==> src/common/pieb_defs.svh <==
// Constants of the peripheral interrupt enable bank.
// Assumes inclusion by bare name from every design file that needs it.
`ifndef PIEB_DEFS_SVH
`define PIEB_DEFS_SVH

// Register map, one aligned word per register
`define PIEB_NUM_REGS 6
`define PIEB_IDX_W 3
`define PIEB_OFS_EN1 32'h00000000
`define PIEB_OFS_EN2 32'h00000004
`define PIEB_OFS_EN3 32'h00000008
`define PIEB_OFS_EN4 32'h0000000C
`define PIEB_OFS_EN5 32'h00000010
`define PIEB_OFS_EN6 32'h00000014

// Reset value of every enable register
`define PIEB_RESET_VAL 8'h00

// Writable bits per register, full-size variant
`define PIEB_WMASK1 8'h7F
`define PIEB_WMASK2 8'hBF
`define PIEB_WMASK3 8'hCF
`define PIEB_WMASK4 8'hFF
`define PIEB_WMASK5 8'hFF
`define PIEB_WMASK6 8'h17

// Bits absent on the small program memory variant
`define PIEB_SMALL_GONE4 8'hC0
`define PIEB_SMALL_GONE5 8'hE8

// Read-only zero bits of the third register
`define PIEB_RO3 8'h30

// Field positions
`define PIEB_BIT_DISPLAY 6
`define PIEB_REQ_DISPLAY 22

// Bus answers
`define PIEB_RESP_OKAY 2'h0
`define PIEB_RESP_SLVERR 2'h2

`endif

==> src/common/pieb_pkg.sv <==
// Types of the peripheral interrupt enable bank.
// Assumes pieb_defs.svh for all numeric constants.
package pieb_pkg;

    typedef enum {
        WR_IDLE,
        WR_RESP
    } pieb_wr_state_t;

    typedef logic [7:0] pieb_byte_t;

endpackage

==> src/verilog/pieb_req_mask.sv <==
// Flag-and-enable masking with one combined request toward the core.
// Assumes flags and enables come from logic on the same clock.
`timescale 1ns/1ps
`include "pieb_defs.svh"

module pieb_req_mask
    import pieb_pkg::*;
#(
    parameter int WIDTH = 48
) (
    // Clock and reset
    input wire logic clk,
    input wire logic rst_b,
    // Sources
    input wire logic [WIDTH-1:0] flags,
    input wire logic [WIDTH-1:0] enables,
    input wire logic gateOpen,
    // Toward the core
    output logic [WIDTH-1:0] maskedReq_ff,
    output logic anyReq_ff
);

    logic [WIDTH-1:0] nxt_maskedReq;
    logic nxt_anyReq;

    ////////////////////////////////////////////////////////////////////
    // One AND gate per source
    genvar gi;
    generate
        for (gi = 0; gi < WIDTH; gi++) begin : g_mask
            assign nxt_maskedReq[gi] = flags[gi] & enables[gi];
        end
    endgenerate

    always_comb begin
        nxt_anyReq = (|nxt_maskedReq) & gateOpen;
    end

    ////////////////////////////////////////////////////////////////////
    // Registered so the core sees glitch-free levels
    always_ff @(posedge clk or negedge rst_b) begin
        if (!rst_b) begin
            maskedReq_ff <= '0;
            anyReq_ff <= 1'b0;
        end else begin
            maskedReq_ff <= nxt_maskedReq;
            anyReq_ff <= nxt_anyReq;
        end
    end

endmodule // pieb_req_mask

==> src/verilog/pieb_axil_slave.sv <==
// AXI4-Lite slave front end for the enable bank.
// Assumes the bank returns read data combinationally for rdIdx.
`timescale 1ns/1ps
`include "pieb_defs.svh"

module pieb_axil_slave
    import pieb_pkg::*;
(
    // Clock and reset
    input wire logic clk,
    input wire logic rst_b,
    // Write address and data
    input wire logic [31:0] s_axil_awaddr,
    input wire logic s_axil_awvalid,
    output logic s_axil_awready,
    input wire logic [31:0] s_axil_wdata,
    input wire logic [3:0] s_axil_wstrb,
    input wire logic s_axil_wvalid,
    output logic s_axil_wready,
    // Write response
    output logic [1:0] s_axil_bresp,
    output logic s_axil_bvalid,
    input wire logic s_axil_bready,
    // Read
    input wire logic [31:0] s_axil_araddr,
    input wire logic s_axil_arvalid,
    output logic s_axil_arready,
    output logic [31:0] s_axil_rdata,
    output logic [1:0] s_axil_rresp,
    output logic s_axil_rvalid,
    input wire logic s_axil_rready,
    // Register side
    output logic wrEn,
    output logic [`PIEB_IDX_W-1:0] wrIdx,
    output pieb_byte_t wrByte,
    output logic [`PIEB_IDX_W-1:0] rdIdx,
    input wire pieb_byte_t rdByte
);

    pieb_wr_state_t wrState_ff, nxt_wrState;
    logic awHeld_ff, nxt_awHeld, wHeld_ff, nxt_wHeld;
    logic [31:0] awAddr_ff, nxt_awAddr;
    pieb_byte_t wData_ff, nxt_wData;
    logic wStrb0_ff, nxt_wStrb0;
    logic [1:0] bresp_ff, nxt_bresp, rresp_ff, nxt_rresp;
    logic rvalid_ff, nxt_rvalid;
    logic [31:0] rdata_ff, nxt_rdata;
    logic wrHit, rdHit, bothHeld;

    function automatic logic [`PIEB_IDX_W:0] decode(input logic [31:0] a);
        case (a)
            `PIEB_OFS_EN1: decode = 4'h8;
            `PIEB_OFS_EN2: decode = 4'h9;
            `PIEB_OFS_EN3: decode = 4'hA;
            `PIEB_OFS_EN4: decode = 4'hB;
            `PIEB_OFS_EN5: decode = 4'hC;
            `PIEB_OFS_EN6: decode = 4'hD;
            default: decode = 4'h0;
        endcase
    endfunction

    ////////////////////////////////////////////////////////////////////
    // Write path: address and data taken in either order
    always_comb begin
        {wrHit, wrIdx} = decode(awAddr_ff);
        {rdHit, rdIdx} = decode(s_axil_araddr);
        bothHeld = awHeld_ff & wHeld_ff;
        s_axil_awready = (wrState_ff == WR_IDLE) & ~awHeld_ff;
        s_axil_wready = (wrState_ff == WR_IDLE) & ~wHeld_ff;
        s_axil_bvalid = (wrState_ff == WR_RESP);
        wrEn = (wrState_ff == WR_IDLE) & bothHeld & wrHit & wStrb0_ff;
        wrByte = wData_ff;
        nxt_wrState = wrState_ff;
        nxt_awHeld = awHeld_ff;
        nxt_wHeld = wHeld_ff;
        nxt_awAddr = awAddr_ff;
        nxt_wData = wData_ff;
        nxt_wStrb0 = wStrb0_ff;
        nxt_bresp = bresp_ff;
        case (wrState_ff)
            WR_IDLE: begin
                if (s_axil_awvalid && s_axil_awready) begin
                    nxt_awHeld = 1'b1;
                    nxt_awAddr = s_axil_awaddr;
                end
                if (s_axil_wvalid && s_axil_wready) begin
                    nxt_wHeld = 1'b1;
                    nxt_wData = s_axil_wdata[7:0];
                    nxt_wStrb0 = s_axil_wstrb[0];
                end
                if (bothHeld) begin
                    nxt_wrState = WR_RESP;
                    nxt_awHeld = 1'b0;
                    nxt_wHeld = 1'b0;
                    nxt_bresp = wrHit ? `PIEB_RESP_OKAY : `PIEB_RESP_SLVERR;
                end
            end
            WR_RESP: begin
                if (s_axil_bready) begin
                    nxt_wrState = WR_IDLE;
                end
            end
            default: nxt_wrState = WR_IDLE;
        endcase
    end

    ////////////////////////////////////////////////////////////////////
    // Read path: one outstanding read, answer one cycle after taking
    always_comb begin
        s_axil_arready = ~rvalid_ff;
        nxt_rvalid = rvalid_ff;
        nxt_rdata = rdata_ff;
        nxt_rresp = rresp_ff;
        if (s_axil_arvalid && s_axil_arready) begin
            nxt_rvalid = 1'b1;
            nxt_rdata = rdHit ? {24'h000000, rdByte} : 32'h00000000;
            nxt_rresp = rdHit ? `PIEB_RESP_OKAY : `PIEB_RESP_SLVERR;
        end else if (rvalid_ff && s_axil_rready) begin
            nxt_rvalid = 1'b0;
        end
    end

    always_ff @(posedge clk or negedge rst_b) begin
        if (!rst_b) begin
            wrState_ff <= WR_IDLE;
            awHeld_ff <= 1'b0;
            wHeld_ff <= 1'b0;
            awAddr_ff <= 32'h00000000;
            wData_ff <= 8'h00;
            wStrb0_ff <= 1'b0;
            bresp_ff <= `PIEB_RESP_OKAY;
            rvalid_ff <= 1'b0;
            rdata_ff <= 32'h00000000;
            rresp_ff <= `PIEB_RESP_OKAY;
        end else begin
            wrState_ff <= nxt_wrState;
            awHeld_ff <= nxt_awHeld;
            wHeld_ff <= nxt_wHeld;
            awAddr_ff <= nxt_awAddr;
            wData_ff <= nxt_wData;
            wStrb0_ff <= nxt_wStrb0;
            bresp_ff <= nxt_bresp;
            rvalid_ff <= nxt_rvalid;
            rdata_ff <= nxt_rdata;
            rresp_ff <= nxt_rresp;
        end
    end

    assign s_axil_bresp = bresp_ff;
    assign s_axil_rvalid = rvalid_ff;
    assign s_axil_rdata = rdata_ff;
    assign s_axil_rresp = rresp_ff;

endmodule // pieb_axil_slave

==> src/verilog/pieb_enable_bank.sv <==
// Six peripheral interrupt enable registers with request masking.
// Assumes flags, gate bits and display mode come from same-clock logic.
//
// Design decisions made here: the register addresses and register access over AXI4-Lite.
`timescale 1ns/1ps
`include "pieb_defs.svh"

// Function
// All enable bits clear at power-on reset
// First register: converter, serial1, sync1, timers 1/2
// Second register: oscillator, sync2, collisions, voltage, timer3
// Third register: timer5 gate, display, serial2, capcomp
// Third register serial2 bits read-only zero
// Display enable effective only in Type-B non-static
// Fourth register: capture/compare ten down to three
// Small variant lacks capcomp ten and nine
// Fifth register: timers 4 through 12 events
// Small variant lacks four fifth-register bits
// Sixth register: nonvolatile write, comparators three-one
// Without priority scheme, gate enable also required
// Masked requests ANDed, then ORed to core
module pieb_enable_bank
    import pieb_pkg::*;
#(
    parameter bit SMALL_PROG_MEM = 1'b0
) (
    // Clock and reset
    input wire logic clk,
    input wire logic rst_b,
    // AXI4-Lite write
    input wire logic [31:0] s_axil_awaddr,
    input wire logic s_axil_awvalid,
    output logic s_axil_awready,
    input wire logic [31:0] s_axil_wdata,
    input wire logic [3:0] s_axil_wstrb,
    input wire logic s_axil_wvalid,
    output logic s_axil_wready,
    output logic [1:0] s_axil_bresp,
    output logic s_axil_bvalid,
    input wire logic s_axil_bready,
    // AXI4-Lite read
    input wire logic [31:0] s_axil_araddr,
    input wire logic s_axil_arvalid,
    output logic s_axil_arready,
    output logic [31:0] s_axil_rdata,
    output logic [1:0] s_axil_rresp,
    output logic s_axil_rvalid,
    input wire logic s_axil_rready,
    // Peripheral flags, one byte per flag register
    input wire logic [7:0] flags1,
    input wire logic [7:0] flags2,
    input wire logic [7:0] flags3,
    input wire logic [7:0] flags4,
    input wire logic [7:0] flags5,
    input wire logic [7:0] flags6,
    // Core gating and display mode
    input wire logic priorityEn,
    input wire logic peripheralGateEn,
    input wire logic displayTypeBNonStatic,
    // Toward the core
    output logic [47:0] maskedReq,
    output logic periphIrq,
    output logic [7:0] enable1,
    output logic [7:0] enable2,
    output logic [7:0] enable3,
    output logic [7:0] enable4,
    output logic [7:0] enable5,
    output logic [7:0] enable6
);

    localparam int NREG = `PIEB_NUM_REGS;

    // Variant masks; absent bits are never writable
    localparam pieb_byte_t GONE4 = SMALL_PROG_MEM ? `PIEB_SMALL_GONE4 : 8'h00;
    localparam pieb_byte_t GONE5 = SMALL_PROG_MEM ? `PIEB_SMALL_GONE5 : 8'h00;

    pieb_byte_t wmask [NREG];
    pieb_byte_t en_ff [NREG];
    pieb_byte_t nxt_en [NREG];
    logic wrEn;
    logic [`PIEB_IDX_W-1:0] wrIdx;
    logic [`PIEB_IDX_W-1:0] rdIdx;
    pieb_byte_t wrByte;
    pieb_byte_t rdByte;
    pieb_byte_t en3Eff;
    logic [47:0] flagAll;
    logic [47:0] enAll;
    logic gateOpen;

    ////////////////////////////////////////////////////////////////////
    // Bus front end
    pieb_axil_slave u_slave (
        .clk(clk),
        .rst_b(rst_b),
        .s_axil_awaddr(s_axil_awaddr),
        .s_axil_awvalid(s_axil_awvalid),
        .s_axil_awready(s_axil_awready),
        .s_axil_wdata(s_axil_wdata),
        .s_axil_wstrb(s_axil_wstrb),
        .s_axil_wvalid(s_axil_wvalid),
        .s_axil_wready(s_axil_wready),
        .s_axil_bresp(s_axil_bresp),
        .s_axil_bvalid(s_axil_bvalid),
        .s_axil_bready(s_axil_bready),
        .s_axil_araddr(s_axil_araddr),
        .s_axil_arvalid(s_axil_arvalid),
        .s_axil_arready(s_axil_arready),
        .s_axil_rdata(s_axil_rdata),
        .s_axil_rresp(s_axil_rresp),
        .s_axil_rvalid(s_axil_rvalid),
        .s_axil_rready(s_axil_rready),
        .wrEn(wrEn),
        .wrIdx(wrIdx),
        .wrByte(wrByte),
        .rdIdx(rdIdx),
        .rdByte(rdByte)
    );

    ////////////////////////////////////////////////////////////////////
    // Writable bits per register
    always_comb begin
        wmask[0] = `PIEB_WMASK1;
        wmask[1] = `PIEB_WMASK2;
        wmask[2] = `PIEB_WMASK3 & ~`PIEB_RO3;
        wmask[3] = `PIEB_WMASK4 & ~GONE4;
        wmask[4] = `PIEB_WMASK5 & ~GONE5;
        wmask[5] = `PIEB_WMASK6;
    end

    ////////////////////////////////////////////////////////////////////
    // Enable storage; unimplemented bits stay zero because never written
    always_comb begin
        for (int i = 0; i < NREG; i++) begin
            nxt_en[i] = en_ff[i];
            if (wrEn && (wrIdx == i[`PIEB_IDX_W-1:0])) begin
                nxt_en[i] = wrByte & wmask[i];
            end
        end
    end

    always_ff @(posedge clk or negedge rst_b) begin
        if (!rst_b) begin
            for (int i = 0; i < NREG; i++) begin
                en_ff[i] <= `PIEB_RESET_VAL;
            end
        end else begin
            for (int i = 0; i < NREG; i++) begin
                en_ff[i] <= nxt_en[i];
            end
        end
    end

    // Read mux; indices past the map read zero
    always_comb begin
        rdByte = 8'h00;
        if (rdIdx < NREG[`PIEB_IDX_W-1:0]) begin
            rdByte = en_ff[rdIdx];
        end
    end

    ////////////////////////////////////////////////////////////////////
    // Masking toward the core
    always_comb begin
        en3Eff = en_ff[2];
        // Display request only meaningful in Type-B non-static drive
        en3Eff[`PIEB_BIT_DISPLAY] = en_ff[2][`PIEB_BIT_DISPLAY] & displayTypeBNonStatic;
        enAll = {en_ff[5], en_ff[4], en_ff[3], en3Eff, en_ff[1], en_ff[0]};
        flagAll = {flags6, flags5, flags4, flags3, flags2, flags1};
        gateOpen = priorityEn | peripheralGateEn;
    end

    pieb_req_mask #(
        .WIDTH(48)
    ) u_mask (
        .clk(clk),
        .rst_b(rst_b),
        .flags(flagAll),
        .enables(enAll),
        .gateOpen(gateOpen),
        .maskedReq_ff(maskedReq),
        .anyReq_ff(periphIrq)
    );

    assign enable1 = en_ff[0];
    assign enable2 = en_ff[1];
    assign enable3 = en_ff[2];
    assign enable4 = en_ff[3];
    assign enable5 = en_ff[4];
    assign enable6 = en_ff[5];

    // Helper: no register write seen since reset
    logic seenWr_ff;
    always_ff @(posedge clk or negedge rst_b) begin
        if (!rst_b) begin
            seenWr_ff <= 1'b0;
        end else if (wrEn) begin
            seenWr_ff <= 1'b1;
        end
    end
endmodule // pieb_enable_bank

==> config.mk <==
export PLATFORM = sky130hd
export DESIGN_NAME = pieb_enable_bank
export DESIGN_NICKNAME = d
export VERILOG_FILES = /design/src/common/pieb_pkg.sv /design/src/verilog/pieb_req_mask.sv /design/src/verilog/pieb_axil_slave.sv /design/src/verilog/pieb_enable_bank.sv
export VERILOG_INCLUDE_DIRS = /design/src /design/src/common
export SDC_FILE = /design/constraint.sdc
export NUM_CORES = 1
export LEC_CHECK = 0
export BUFFER_PORTS_ARGS = -buffer_cell sky130_fd_sc_hd__buf_2
export CORE_ASPECT_RATIO = 1.25
export CORE_MARGIN = 5
export CORE_UTILIZATION = 47
export CTS_CLUSTER_SIZE = 28
export DETAILED_ROUTE_END_ITERATION = 8
export PLACE_DENSITY = 0.81
export SKIP_LAST_GASP = 1
export SLEW_MARGIN = 0
export SYNTH_ARGS = -nofsm -noshare
export SYNTH_HDL_FRONTEND = slang
export SYNTH_HIERARCHICAL = 1
export SYNTH_SLANG_ARGS = --single-unit
export TNS_END_PERCENT = 10
==> constraint.sdc <==
create_clock -name clk -period 3.7 [get_ports clk]
set_input_delay 0.74 -clock clk [delete_from_list [all_inputs] [get_ports clk]]
set_output_delay 0.74 -clock clk [all_outputs]
set_load 0.05 [all_outputs]
==> reports/summary.md <==
From synthesis to final layout, the design area changed by 28.4%. The worst setup path is of the reg2reg kind. The power per unit of standard cell area is 533 nW/um2, and the synthesized area per cell is 13.4 um2. The total track usage was 0.207; the data arrival at the endpoint of the critical path was 3.28 ns. The logs give 0 for the max-cap check violation count and 13100 um for the placed wire-length estimate after detailed placement. For this run, the leading register cell type out of synthesis is sky130_fd_sc_hd__dfrtp_1.

The path class of the tightest hold or removal check is in2async. Clock latency on the worst-skew pair, taken at its later pin, is 0.41 ns. Root buffer cell: sky130_fd_sc_hd__clkbuf_16. After the first detailed-routing iteration, the DRC count stood at 151. The die is 112 um wide. Setup violations remaining at the end of the flow were counted as 0. The kind of cell with the highest combined delay along the critical path is simple AND/OR/NAND/NOR gates. The area share of the largest cell type after synthesis was 0.586. The worst setup path is launched from a flip-flop.

For this design, the CTS-stage hold fixing added 0 buffers. Final setup skew: 0.00759 ns. TritonCTS built the clock tree. The number of buffers and inverters on the critical path is 0. The worst slew margin relative to its limit was 0.468. The distinct cell type count after synthesis was 48; the final global-route overflow total was 0. Leaving out fill and tap cells, the most frequent cells in the layout are sky130_fd_sc_hd__buf_2 (233), sky130_fd_sc_hd__dfrtp_1 (144), sky130_fd_sc_hd__mux2_2 (81). The total number of clock tree sinks came out at 144.

For the proportion of synthesized chip area in sequential cells, the log shows 0.586. The starting density of the core is 0.482, and the number of setup buffers added after CTS is 0. The tools report the number of hold violations in the final report as 0. The logs give 0 for the number of antenna violations at the first check in global routing and 15500 um2 for the die area.

The run gives 46 as the row count. The fmax was 0.334 GHz; the finished layout cell area was 7900 um2. The post-synthesis cell count is 459, and the total placed instance area is 7400 um2. The wire length of the first global-routing pass was 24700 um; the placeable core region was 12800 um2. The type of element capturing the critical path was a flip-flop. The tools report the H-tree depth as 4.

The count of instances resized after the clock tree is built came out at 0. The utilization after layout was 0.619. The signal on the critical path passes through nor4_1 -> nand4_1 -> or2_2 -> nor3b_1 -> nand2_1 -> nor3_4 -> mux2_2. The post-placement setup slack was 0.433 ns. The number of enable-type register cells in the synthesized netlist is 0, and the number of buffers created by CTS is 17.

The fraction of registers with async set/reset was 1.00. Shortest clock period the worst path allows after layout: 2.99 ns. The tools report the number of max-slew violations in the final report as 0.

The congestion estimate from routability-driven global placement came to 0.889. On the worst path, the slowest cell contributes a delay of 0.67 ns. In this run the worst path has a maximum fanout of 8.

Portion of the clock cycle consumed by the worst path in the final layout: 0.809. After the last flow step, the layout net total stands at 864. In the routed design, unresolved DRC markers number 0. The multi-input combinational cells in the finished layout cover a total of 2310 um2. After filler insertion, the fill cell instance count of the layout stands at 1046. The logs give 3600 um2 for the storage element area and 16200 um for the final routed wirelength across all metal layers.

The per-cell via count in the routed design came out at 4.99. The tools report the detailed-routing iteration count for the pre-antenna-repair pass as 4. Worst-path cell with the longest stage delay: sky130_fd_sc_hd__nor3b_1.

Once routing completed, OpenROAD measured the worst setup slack at 0.706 ns. The cell type with the largest total area after synthesis was sky130_fd_sc_hd__dfrtp_1. Sorting the synthesized cells by area gives the leading types as sky130_fd_sc_hd__dfrtp_1 (59%), sky130_fd_sc_hd__mux2_2 (15%), sky130_fd_sc_hd__and2_1 (5.2%). For the total negative setup slack, the log shows 0 ns.

The logs give 493 uV for the highest ir drop seen on vdd and 0 for the final antenna-violating net count. The total via count after detailed routing was 4413. After clock tree synthesis, the clock-pin slew on the worst setup and hold paths is 0.06 ns. The run finished with clean final reports. The library cell used most frequently in the layout, excluding fill and tap cells, is sky130_fd_sc_hd__buf_2. The number of top-level design ports was 296; the total power was 4220 uW.

The total standard cell area after synthesis is 6150 um2, and the share of layout cells above drive strength 1 is 0.510. STA puts the critical path data required time at 3.99 ns. The longest clock path from root to sink contains 2 buffers.

The pin slew with the least headroom to its limit was 0.797 ns. Setup repair after global routing left no endpoint under its margin. Entering global routing, the biggest net connects 77 pins. The die is 138 um tall.

After detailed routing, the average wire length per cell comes to 18.3 um. The static leakage was 0.00424 uW. The number of I/O port buffers was 234. The Yosys step of the flow raised 6 warnings. The number of synthesized register bits is 144.

The number of global-route vias before repair was 4736.
-- where the power goes --
group          total, uW  switching (uW)  internal [uW]
sequential          2030             200           1830
clock               1460             586            873
combinational        723             388            336
total               4220            1170           3040
-- layout make-up --
class	instances	area share
flip-flops and latches	144	0.456
diodes	1	0.000317
inverters	5	0.00237
well taps	168	0.0266
repair buffers	243	0.159
multi-input cells	295	0.292
clock inverters	7	0.00507
clock buffers	22	0.0587
-- layer usage --
metal / vias to the layer above / track usage / share of wire
met3: 37 / 0.0799 / 0.087
met4: 0 / 0.0835 / 0.030
met5: - / 0 / 0
li1: 2048 / - / -
met1: 2142 / 0.219 / 0.35
met2: 186 / 0.370 / 0.53
-- state kept, by name, indices dropped and copies added, names as in the netlist --
name and cells:
enable3 6, u_slave/s_axil_rdata 8, u_slave/wHeld_ff 1, u_slave/s_axil_bresp 1, u_slave/s_axil_rresp 1, u_mask/maskedReq_ff 48
enable2 7, u_slave/s_axil_rvalid 1, u_slave/wStrb0_ff 1, u_slave/wrState_ff 1, enable1 7, enable6 4
enable4 8, u_slave/awHeld_ff 1, u_slave/wrByte 8, u_slave/awAddr_ff 32, enable5 8, u_mask/anyReq_ff 1
-- path summary, 6_finish.rpt --
kind	start	to	slack, ns	cells after the start
min	rst_b	u_mask/maskedReq_ff[25]$_DFF_PN0_	0.34	1
max	u_slave/awAddr_ff[25]$_DFFE_PN0P_	enable5[0]$_DFFE_PN0P_	0.71	7
min in group clk	u_slave/wStrb0_ff$_DFFE_PN0P_	u_slave/wStrb0_ff$_DFFE_PN0P_	0.50	1
min reg2reg	u_slave/wStrb0_ff$_DFFE_PN0P_	u_slave/wStrb0_ff$_DFFE_PN0P_	0.50	1
max reg2reg	u_slave/awAddr_ff[25]$_DFFE_PN0P_	enable5[0]$_DFFE_PN0P_	0.71	7
max in group asynchronous	rst_b	u_mask/maskedReq_ff[40]$_DFF_PN0_	2.59	2
-- stage by stage --
stage | hold WS [ns] | std cells
2_1_floorplan | 0.444 | 499
3_3_place_gp | 0.473 | 855
3_5_place_dp | 0.490 | 855
4_1_cts | 0.362 | 884
5_1_grt | 0.377 | 884
6_report | 0.337 | 885
-- Yosys cell counts, drive strengths merged, types with 2 or more instances --
library cell  count
a22o              8
a21oi             4
nor3              4
mux2i            12
nand4b            2
conb              2
or2               5
nand3b            2
inv               5
or4               9
o21a              3
nand3             2
mux2             83
nor3b             4
buf              49
clkbuf            6
and4bb            2
nor2             10
nor4             16
nand2b            2
dfrtp           144
nand2             5
nor4b             2
and3              2
a221oi            4
nand4             5
o21bai            2
and2             52
o21ai             3
-- kinds of logic (layout without fill, tap and decap cells) --
group,Yosys count,count (layout),share of synthesized area
flip-flops,144,144,0.586
AND/OR/NAND/NOR,126,126,0.137
multiplexers,95,95,0.171
buffers and inverters,60,277,0.0651
AO/OA/AOI/OAI,32,32,0.0397
other,2,43,0.00122
-- worst register-to-register path: cells and delay by family (launching register included) --
family / cells / cell delay, ns
and+or+nand+nor: 6 / 2.11
muxes: 1 / 0.39
DFF: 1 / 0.38
No activity file was read; power rests on OpenSTA's default activity.
